==> src/pkg/iox_consts.svh <==
// Constants of the I/O expander core: addresses, register indices, reset values
`ifndef IOX_CONSTS_SVH
`define IOX_CONSTS_SVH

// Fixed upper four bits of the 7-bit target address
`define IOX_ADDR_HI 4'h4
// Register indices carried by the register-select byte
`define IOX_REG_IN0 3'h0
`define IOX_REG_IN1 3'h1
`define IOX_REG_OUT0 3'h2
`define IOX_REG_OUT1 3'h3
`define IOX_REG_POL0 3'h4
`define IOX_REG_POL1 3'h5
`define IOX_REG_CFG0 3'h6
`define IOX_REG_CFG1 3'h7
// Power-up defaults of the writable registers
`define IOX_RST_OUT 8'hFF
`define IOX_RST_POL 8'h00
`define IOX_RST_CFG 8'hFF
// Bits in a byte and last bit index
`define IOX_BITS_PER_BYTE 4'h8
`define IOX_LAST_BIT 4'h7

`endif

==> src/pkg/iox_pkg.sv <==
// Types shared by the I/O expander core
package iox_pkg;

  // Everything that arrives from the pins, kept together through the synchroniser
  typedef struct packed {
    logic scl;
    logic sda;
    logic [2:0] addr_sel;
    logic [15:0] port;
  } iox_pins_t;

  // Bus transfer states
  typedef enum logic [2:0] {
    IOX_IDLE,
    IOX_ADDR,
    IOX_ACK,
    IOX_RX,
    IOX_TX,
    IOX_TXACK
  } iox_state_t;

endpackage

==> src/iox_core.sv <==
// I2C target I/O expander core with change alert and 16 port pins
`timescale 1ns/1ps
`include "iox_consts.svh"

module iox_core (
  input wire logic clk,
  input wire logic rst_n,
  input wire logic scl_in,
  input wire logic sda_in,
  output logic sda_out,
  output logic sda_oe,
  input wire logic addr_sel_bit0,
  input wire logic addr_sel_bit1,
  input wire logic addr_sel_bit2,
  input wire logic [15:0] port_in,
  output logic [15:0] port_out,
  output logic [15:0] port_oe,
  output logic alert_n_out,
  output logic alert_n_oe
);

  // ----------------------------------------------------------------
  // Input synchronisation
  // ----------------------------------------------------------------
  iox_pkg::iox_pins_t pins_raw;
  iox_pkg::iox_pins_t pins;

  // Gather pins into one carrier so they share one synchroniser
  assign pins_raw.scl = scl_in;
  assign pins_raw.sda = sda_in;
  assign pins_raw.addr_sel = {addr_sel_bit2, addr_sel_bit1, addr_sel_bit0};
  assign pins_raw.port = port_in;

  iox_sync #(
    .WIDTH($bits(iox_pkg::iox_pins_t)),
    .RESET_VAL({$bits(iox_pkg::iox_pins_t){1'b1}})
  ) u_sync (
    .clk(clk),
    .rst_n(rst_n),
    .d(pins_raw),
    .q(pins)
  );

  // ----------------------------------------------------------------
  // Bus condition detection
  // ----------------------------------------------------------------
  logic scl_prev;
  logic sda_prev;
  logic scl_rise;
  logic scl_fall;
  logic bus_start;
  logic bus_stop;

  // Previous filtered levels for edge finding
  always_ff @(posedge clk)
  begin
    if (!rst_n)
    begin
      scl_prev <= 1'b1;
      sda_prev <= 1'b1;
    end
    else
    begin
      scl_prev <= pins.scl;
      sda_prev <= pins.sda;
    end
  end

  // SDA moving while SCL stays high marks Start or Stop
  assign scl_rise = pins.scl & ~scl_prev;
  assign scl_fall = ~pins.scl & scl_prev;
  assign bus_start = pins.scl & scl_prev & sda_prev & ~pins.sda;
  assign bus_stop = pins.scl & scl_prev & ~sda_prev & pins.sda;

  // ----------------------------------------------------------------
  // Register file
  // ----------------------------------------------------------------
  logic [7:0] out_reg [2];
  logic [7:0] pol_reg [2];
  logic [7:0] cfg_reg [2];
  logic [7:0] cap_reg [2];
  logic [2:0] reg_ptr;
  logic rx_stb;
  logic rx_is_cmd;
  logic [7:0] rx_byte;
  logic rd_ack_stb;
  logic cap_loaded;

  // Read value of any register; input ports show live pins with polarity applied
  function automatic logic [7:0] read_reg(
    input logic [2:0] idx,
    input logic [15:0] pin_lvl,
    input logic [7:0] o0,
    input logic [7:0] o1,
    input logic [7:0] p0,
    input logic [7:0] p1,
    input logic [7:0] c0,
    input logic [7:0] c1
  );
    logic [7:0] val;
    val = 8'h00;
    case (idx)
      `IOX_REG_IN0: val = pin_lvl[7:0] ^ p0;
      `IOX_REG_IN1: val = pin_lvl[15:8] ^ p1;
      `IOX_REG_OUT0: val = o0;
      `IOX_REG_OUT1: val = o1;
      `IOX_REG_POL0: val = p0;
      `IOX_REG_POL1: val = p1;
      `IOX_REG_CFG0: val = c0;
      `IOX_REG_CFG1: val = c1;
      default: val = 8'h00;
    endcase
    return val;
  endfunction

  // Select byte sets the pointer; data bytes land in the pointer then flip within the pair
  always_ff @(posedge clk)
  begin
    if (!rst_n)
    begin
      reg_ptr <= `IOX_REG_IN0;
      out_reg[0] <= `IOX_RST_OUT;
      out_reg[1] <= `IOX_RST_OUT;
      pol_reg[0] <= `IOX_RST_POL;
      pol_reg[1] <= `IOX_RST_POL;
      cfg_reg[0] <= `IOX_RST_CFG;
      cfg_reg[1] <= `IOX_RST_CFG;
    end
    else if (rx_stb)
    begin
      if (rx_is_cmd)
        reg_ptr <= rx_byte[2:0];
      else
      begin
        case (reg_ptr)
          `IOX_REG_OUT0: out_reg[0] <= rx_byte;
          `IOX_REG_OUT1: out_reg[1] <= rx_byte;
          `IOX_REG_POL0: pol_reg[0] <= rx_byte;
          `IOX_REG_POL1: pol_reg[1] <= rx_byte;
          `IOX_REG_CFG0: cfg_reg[0] <= rx_byte;
          `IOX_REG_CFG1: cfg_reg[1] <= rx_byte;
          default: ; // Input ports ignore writes
        endcase
        reg_ptr <= {reg_ptr[2:1], ~reg_ptr[0]};
      end
    end
  end

  // Captured input values; loaded once after reset release, then at each input-port read ack
  always_ff @(posedge clk)
  begin
    if (!rst_n)
    begin
      cap_reg[0] <= 8'h00;
      cap_reg[1] <= 8'h00;
      cap_loaded <= 1'b0;
    end
    else if (!cap_loaded)
    begin
      cap_reg[0] <= pins.port[7:0];
      cap_reg[1] <= pins.port[15:8];
      cap_loaded <= 1'b1;
    end
    else if (rd_ack_stb)
    begin
      // Only the port that was read is recaptured
      if (reg_ptr == `IOX_REG_IN0)
        cap_reg[0] <= pins.port[7:0];
      if (reg_ptr == `IOX_REG_IN1)
        cap_reg[1] <= pins.port[15:8];
    end
  end

  // ----------------------------------------------------------------
  // Bus state machine
  // ----------------------------------------------------------------
  iox_pkg::iox_state_t state;
  logic [7:0] next_tx;
  logic [3:0] bit_cnt;
  logic [7:0] shift;
  logic rw_read;
  logic first_rx;
  logic [2:0] sel_latched;

  // Byte to send next; one decode shared by the ack and the master-ack paths
  assign next_tx = read_reg(reg_ptr, pins.port, out_reg[0], out_reg[1],
                            pol_reg[0], pol_reg[1], cfg_reg[0], cfg_reg[1]);

  // Serial engine; Start and Stop override any state
  always_ff @(posedge clk)
  begin
    if (!rst_n)
    begin
      state <= iox_pkg::IOX_IDLE;
      bit_cnt <= 4'h0;
      shift <= 8'h00;
      rw_read <= 1'b0;
      first_rx <= 1'b0;
      sel_latched <= 3'h0;
      sda_out <= 1'b0;
      sda_oe <= 1'b0;
      rx_stb <= 1'b0;
      rx_is_cmd <= 1'b0;
      rx_byte <= 8'h00;
      rd_ack_stb <= 1'b0;
    end
    else
    begin
      rx_stb <= 1'b0;
      rd_ack_stb <= 1'b0;
      sda_out <= 1'b0;
      if (bus_start)
      begin
        // Repeated Start also lands here; select pins frozen for the transfer
        state <= iox_pkg::IOX_ADDR;
        bit_cnt <= 4'h0;
        sda_oe <= 1'b0;
        sel_latched <= pins.addr_sel;
      end
      else if (bus_stop)
      begin
        state <= iox_pkg::IOX_IDLE;
        sda_oe <= 1'b0;
      end
      else
      begin
        case (state)
          iox_pkg::IOX_IDLE:
            sda_oe <= 1'b0;
          iox_pkg::IOX_ADDR, iox_pkg::IOX_RX:
          begin
            if (scl_rise && bit_cnt != `IOX_BITS_PER_BYTE)
            begin
              shift <= {shift[6:0], pins.sda};
              bit_cnt <= bit_cnt + 4'h1;
            end
            else if (scl_fall && bit_cnt == `IOX_BITS_PER_BYTE)
            begin
              bit_cnt <= 4'h0;
              if (state == iox_pkg::IOX_ADDR)
              begin
                // General call (all zero) never matches the fixed high bits
                if (shift[7:1] == {`IOX_ADDR_HI, sel_latched})
                begin
                  rw_read <= shift[0];
                  first_rx <= ~shift[0];
                  sda_oe <= 1'b1;
                  state <= iox_pkg::IOX_ACK;
                end
                else
                  state <= iox_pkg::IOX_IDLE;
              end
              else
              begin
                rx_stb <= 1'b1;
                rx_is_cmd <= first_rx;
                rx_byte <= shift;
                first_rx <= 1'b0;
                sda_oe <= 1'b1;
                state <= iox_pkg::IOX_ACK;
              end
            end
          end
          iox_pkg::IOX_ACK:
          begin
            // Hold SDA low until the ack clock falls, then release or send
            if (scl_fall)
            begin
              if (rw_read)
              begin
                shift <= next_tx;
                sda_oe <= ~next_tx[7];
                bit_cnt <= 4'h0;
                state <= iox_pkg::IOX_TX;
              end
              else
              begin
                sda_oe <= 1'b0;
                state <= iox_pkg::IOX_RX;
              end
            end
          end
          iox_pkg::IOX_TX:
          begin
            if (scl_fall)
            begin
              if (bit_cnt == `IOX_LAST_BIT)
              begin
                sda_oe <= 1'b0;
                state <= iox_pkg::IOX_TXACK;
              end
              else
              begin
                // Open-drain: a 1 bit is sent by releasing the line
                sda_oe <= ~shift[6];
                shift <= {shift[6:0], 1'b0};
                bit_cnt <= bit_cnt + 4'h1;
              end
            end
          end
          iox_pkg::IOX_TXACK:
          begin
            // A pin change in this very cycle is absorbed by the recapture
            if (scl_rise)
            begin
              rd_ack_stb <= 1'b1;
              rw_read <= ~pins.sda;
            end
            else if (scl_fall)
            begin
              if (rw_read)
              begin
                shift <= next_tx;
                sda_oe <= ~next_tx[7];
                bit_cnt <= 4'h0;
                state <= iox_pkg::IOX_TX;
              end
              else
              begin
                sda_oe <= 1'b0;
                state <= iox_pkg::IOX_IDLE;
              end
            end
          end
          default:
          begin
            sda_oe <= 1'b0;
            state <= iox_pkg::IOX_IDLE;
          end
        endcase
      end
    end
  end

  // ----------------------------------------------------------------
  // Port drivers and change alert
  // ----------------------------------------------------------------
  logic [15:0] in_mode;
  logic [15:0] cap_all;
  logic change_seen;

  // Configuration bit 1 means input with drivers off
  assign in_mode = {cfg_reg[1], cfg_reg[0]};
  assign cap_all = {cap_reg[1], cap_reg[0]};
  // Live compare, so a return to the captured level clears with no extra state
  assign change_seen = |((pins.port ^ cap_all) & in_mode);

  // Registered pin drivers
  always_ff @(posedge clk)
  begin
    if (!rst_n)
    begin
      port_out <= {`IOX_RST_OUT, `IOX_RST_OUT};
      port_oe <= 16'h0000;
    end
    else
    begin
      port_out <= {out_reg[1], out_reg[0]};
      port_oe <= ~in_mode;
    end
  end

  // Open-drain alert: data is always low, only the enable moves
  always_ff @(posedge clk)
  begin
    if (!rst_n)
    begin
      alert_n_out <= 1'b0;
      alert_n_oe <= 1'b0;
    end
    else
    begin
      alert_n_out <= 1'b0;
      alert_n_oe <= change_seen & cap_loaded;
    end
  end

endmodule

==> src/iox_sync.sv <==
// Three-stage input synchroniser with agreement filter
`timescale 1ns/1ps

module iox_sync #(
  parameter int WIDTH = 1,
  parameter logic [WIDTH-1:0] RESET_VAL = '1
) (
  input wire logic clk,
  input wire logic rst_n,
  input wire logic [WIDTH-1:0] d,
  output logic [WIDTH-1:0] q
);

  logic [WIDTH-1:0] stage1;
  logic [WIDTH-1:0] stage2;
  logic [WIDTH-1:0] stage3;

  // Shift chain; stage1 is read only by stage2
  always_ff @(posedge clk)
  begin
    if (!rst_n)
    begin
      stage1 <= RESET_VAL;
      stage2 <= RESET_VAL;
      stage3 <= RESET_VAL;
    end
    else
    begin
      stage1 <= d;
      stage2 <= stage1;
      stage3 <= stage2;
    end
  end

  // A bit changes only once the two later stages agree, which rejects short glitches
  always_ff @(posedge clk)
  begin
    if (!rst_n)
      q <= RESET_VAL;
    else
    begin
      for (int i = 0; i < WIDTH; i++)
      begin
        if (stage2[i] == stage3[i])
          q[i] <= stage3[i];
      end
    end
  end

endmodule

==> config.mk <==
export PLATFORM = sky130hd
export DESIGN_NAME = iox_core
export DESIGN_NICKNAME = d
export VERILOG_FILES = /design/src/pkg/iox_pkg.sv /design/src/iox_core.sv /design/src/iox_sync.sv
export VERILOG_INCLUDE_DIRS = /design/src /design/src/pkg
export SDC_FILE = /design/constraint.sdc
export NUM_CORES = 1
export LEC_CHECK = 0
export BUFFER_PORTS_ARGS = -buffer_cell sky130_fd_sc_hd__buf_2
export CORE_UTILIZATION = 38
export CTS_BUF_LIST = sky130_fd_sc_hd__clkbuf_4 sky130_fd_sc_hd__clkbuf_8
export CTS_CLUSTER_SIZE = 40
export DETAILED_ROUTE_END_ITERATION = 7
export GPL_TIMING_DRIVEN = 0
export MAX_ROUTING_LAYER = met4
export PLACE_DENSITY_LB_ADDON = 0.12
export SYNTH_ARGS = -nofsm -noshare
export SYNTH_HDL_FRONTEND = slang
export SYNTH_HIERARCHICAL = 1
export SYNTH_SLANG_ARGS = --single-unit
==> constraint.sdc <==
create_clock -name clk -period 3 [get_ports clk]
set_clock_uncertainty 0.05 [all_clocks]
set_input_delay 0.45 -clock clk [delete_from_list [all_inputs] [get_ports clk]]
set_output_delay 0.45 -clock clk [all_outputs]
set_load 0.01 [all_outputs]
-- Word-level counts from Yosys, hierarchy flattened
Memories as Yosys holds them, arrays and structs flattened.
Index checks and enable logic that the tools add are counted.
- add/subtract/negate cells: 1
- equality and inequality tests: 60
- muxes and demuxes: 106
- bitwise operators: 40
- reduce and logical (&&, ||, !) cells: 21
- operators with widths (cell ; number):
    8-bit two-way mux ; 16
    1-bit two-way mux ; 66
    8-bit case mux with 8 select lines ; 1
    4-bit inequality test, second input constant ; 8
    8-bit case mux with 4 select lines ; 1
    3-bit two-way mux ; 10
    4-bit two-way mux ; 7
    2-bit inequality test, second input constant ; 12
    8-bit AND reduction ; 3
    1-bit == test ; 21
    3-bit == test, second input constant ; 6
    6-bit AND reduction ; 3
    1-bit inverter ; 17
    16-bit AND ; 1
    16-bit inverter ; 1
    4-bit case mux with 4 select lines ; 1
    16-bit OR reduction ; 1
    16-bit XOR ; 1
    8-bit XOR ; 2
    3-bit case mux with 5 select lines ; 1
    3-bit by 2-bit == test with 1-bit output, second input constant ; 4
    1-bit OR ; 10
    3-bit inequality test, second input constant ; 3
    1-bit AND ; 8
    20 further kinds ; 24
- bits in registers: 155
- memory bits (writable): 64
- input port bits: 23
- output and inout bits: 36
- memories: 4
- memories (name ; words ; bits a word ; rd ports ; clocked after memory_dff ; write ports ; RTL line ; text):
    cap_reg ; 2 ; 8 ; 2 ; 0 ; 2 ; iox_core.sv:81 ; logic [7:0] cap_reg [2];
    cfg_reg ; 2 ; 8 ; 2 ; 0 ; 2 ; iox_core.sv:80 ; logic [7:0] cfg_reg [2];
    out_reg ; 2 ; 8 ; 2 ; 0 ; 2 ; iox_core.sv:78 ; logic [7:0] out_reg [2];
    pol_reg ; 2 ; 8 ; 2 ; 0 ; 2 ; iox_core.sv:79 ; logic [7:0] pol_reg [2];

-- Depth between registers and ports, before layout
- word-level depth: 8
- gate-level depth with buffers: 9
- depth with buffers taken out: 7

-- Modules after synthesis
The synthesis kept the hierarchy.
- by module, submodules not included (module ; instances ; cells each ; area each (sq um) ; sequential area each (sq um)):
    iox_core ; 1 ; 584 ; 6108.4 ; 3343.2
    iox_sync ; 1 ; 219 ; 2412.3 ; 1681.6

-- Worst setup path after synthesis
OpenSTA, ideal clock, no wires.
- kind: register to register
- from: reg reg_ptr[0]
- to: mem cfg_reg[1][2] (netlist: cfg_reg[0][10]) (enable)
- library setup time: 0.384 ns
- arrival time: 1.661 ns
- required time: 2.566 ns
- setup slack: 0.905 ns
- cell stages (with the launch flop): 6
- cell sequence: dfxtp_1 buf_2 buf_2 clkbuf_1 nand2_1 o21ai_0
- RTL lines (item ; RTL line ; text):
    from (decl) ; iox_core.sv:82 ; logic [2:0] reg_ptr;
    from (signal assigned) ; iox_core.sv:121 ; reg_ptr <= `IOX_REG_IN0;
    from (signal assigned) ; iox_core.sv:132 ; reg_ptr <= rx_byte[2:0];
    from (signal assigned) ; iox_core.sv:144 ; reg_ptr <= {reg_ptr[2:1], ~reg_ptr[0]};
    to (decl) ; iox_core.sv:80 ;

==> reports/qor.txt <==
Vias in the first global route: 5870
Starting DRT DRC Count: 500
Vias post-DR: 6080
Clk sinks: 219
Post-DRT Antenna Nets: 0
CP endpoint kind: register
CTS tree: built
Most frequent cells in the layout: dfxtp_1 (155), nand2b_1 (106), buf_2 (77), edfxtp_1 (64), nor2_1 (59)
Num CTS Buffers: 39
H-tree depth: 2
Via density: 5.03
GRT Util Overall: 20.3%
Syn Area/Cell: 10.6 sq um
Reg clk slew, reported paths: 0.06 ns
CTS Hold Bufs: 0
Num ports: 59
Worst-Margin Slew: 1.36 ns
Cell count of the worst hold path: 2
Final instance area: 9970 sq um
Crit-path max FO: 10
Fin. Hold Viols: 0
Global placer's final weighted congestion: 0.897
R2R depth: 5
Critical path arrival: 2.83 ns
Register Area: 5020 sq um
Max Cap Violations: 0
Yosys top cell by area: dfxtp_1
Layout cells sized above 1: 17.1%
Grt ovf: 0
Worst relative slew slack: 8.42%
Yosys top cell area share: 36.4%
Clk_lat worst skew: 0.53 ns
Nets: 926
Crit Path Class: register to register
DIE AREA: 23000 sq um
Routed WL: 21.4 mm
Outcome: finished clean
Antenna cells: 0
Post-DP HPWL: 15.0 mm
FP Rows: 54
CP startpoint kind: register
Most common cell after layout, fill and taps aside: dfxtp_1
Die width: 152 um
Synth warnings: 6
I/O Buffers: 56
Register area share after synthesis: 59.0%
RSZ-0062 raised after global routing: no
Synth unique cells: 63
Asr flop ratio synth: 0%
Setup bufs post-CTS: 0
Hold WS: 0.0663 ns
Pin count of the biggest net entering global routing: 11
Final Max Slew Viols: 0
PwrDens: 616 nW/um^2
Worst path required time: 3.16 ns
Clock Tree Buf Depth: 3
# fillers: 2155
Std-Cell Core Area: 21900 sq um
Peak VDD IR: 0.355 mV
LEAKAGE: 3.51 nW
Initial core utilization: 38.9%
First-pass GRT wire length: 33.6 mm
Hold Crit Class: input port to register
Largest cells by area after synthesis: dfxtp_1 (36%), edfxtp_1 (23%), nand2b_1 (7.8%), a21oi_1 (3.0%), nor2_1 (2.6%)
Final setup fails: 0
Final Power: 6.14 mW
#FFs+latches synth: 219
Multi-input logic area: 3240 sq um
Final worst-path cycle share: 89.1%
Placed inst area: 9160 sq um
Initial antenna violation count: 0
Cells after synthesis: 803
Remaining DRCs: 0
Main flop type after synthesis: dfxtp_1
Synthesis-to-layout area growth: 17.0%
Number of enable flip-flop cells after synthesis: 64
WL/cell: 17.7 um
Clock root buffer: clkbuf_8
DR pass1 iterations: 5
Synthesized area: 8520 sq um
Clock period minus worst slack: 2.67 ns
Fmax: 374 MHz
Die Ht: 152 um
[per-stage QoR]
stage          setup slack [ns]  setup TNS (ns)  instances  utilization [%]
6_report                  0.326               0       1209             45.5
5_1_grt                   0.103               0       1209             45.5
4_1_cts                 0.00824               0       1209             45.5
3_5_place_dp            -0.0923          -0.734       1140             41.8
3_3_place_gp             0.0354               0       1140             41.8
2_1_floorplan             0.905               0        804                -
[layout make-up]
class	instances	area share, %
Buffer	47	2.18
Multi-Input combinational cell	527	32.5
Inverter	11	0.414
Clock buffer	66	7.98
Sequential cell	219	50.4
Timing Repair Buffer	56	2.81
Clock inverter	3	0.176
Tap cell	280	3.51
[repair_timing]
| item | CTS | global route |
|---|---|---|
| setup endpoints to repair | 8 | 8 |
| gates cloned | 0 | 0 |
| pin swaps | 0 | 0 |
| resized for setup | 1 | 1 |
[power by group]
group | switching [mW] | total, mW | internal [mW]
combinational | 0.102 | 0.170 | 0.0679
sequential | 0.0295 | 3.14 | 3.11
clock | 1.17 | 2.83 | 1.66
[worst paths after layout]
| path | start | endpoint | slack [ns] |
|---|---|---|---|
| min | port_in[8] | u_sync/stage1[8] | 0.07 |
| max reg2reg | reg_ptr[2] | cfg_reg[0][14] | 0.33 |
| max | reg_ptr[2] | cfg_reg[0][14] | 0.33 |
| min reg2reg | u_sync/stage1[2] | u_sync/stage2[2] | 0.35 |
[cell usage after synthesis (all sizes together), types with 7 or more instances]
library cell  number
nor2b              9
buf               26
and2              24
xnor2              9
a221oi            10
nor2              59
nand3             32
clkbuf            21
edfxtp            64
xor2              21
nand2             46
nor3               8
dfxtp            155
mux2i             15
inv               11
o21ai             47
nand2b           106
nand3b             7
a21oi             51
[layer usage]
layer  vias up  global-route usage (%)  wire length (um)
li1       2999                       -                 -
met1      2868                    26.8             10000
met2       182                    31.7              9820
met3        31                    3.65              1130
met4         0                    5.89               415
met5         -                       -                 0
[logic make-up (layout without fill, tap and decap cells)]
logic type,after synthesis,count (layout),synth area share [%]
muxes,22,22,2.95
other,1,2,0.0440
and+or+nand+nor,310,310,19.7
AOI/OAI and AO/OA,161,161,11.9
xor gates and xnor gates,30,30,3.08
DFF,219,219,59.0
buffers and inverters,58,183,3.04
adders and majority gates,2,2,0.294
[critical path, cell delays in order, from the launching register on]
cell,delay (ns)
dfxtp_1,0.31
clkbuf_1,0.46
buf_2,0.34
nand3_1,0.16
nor3_1,0.82
nand2b_1,0.21
Power figures use the tool's default switching activity.
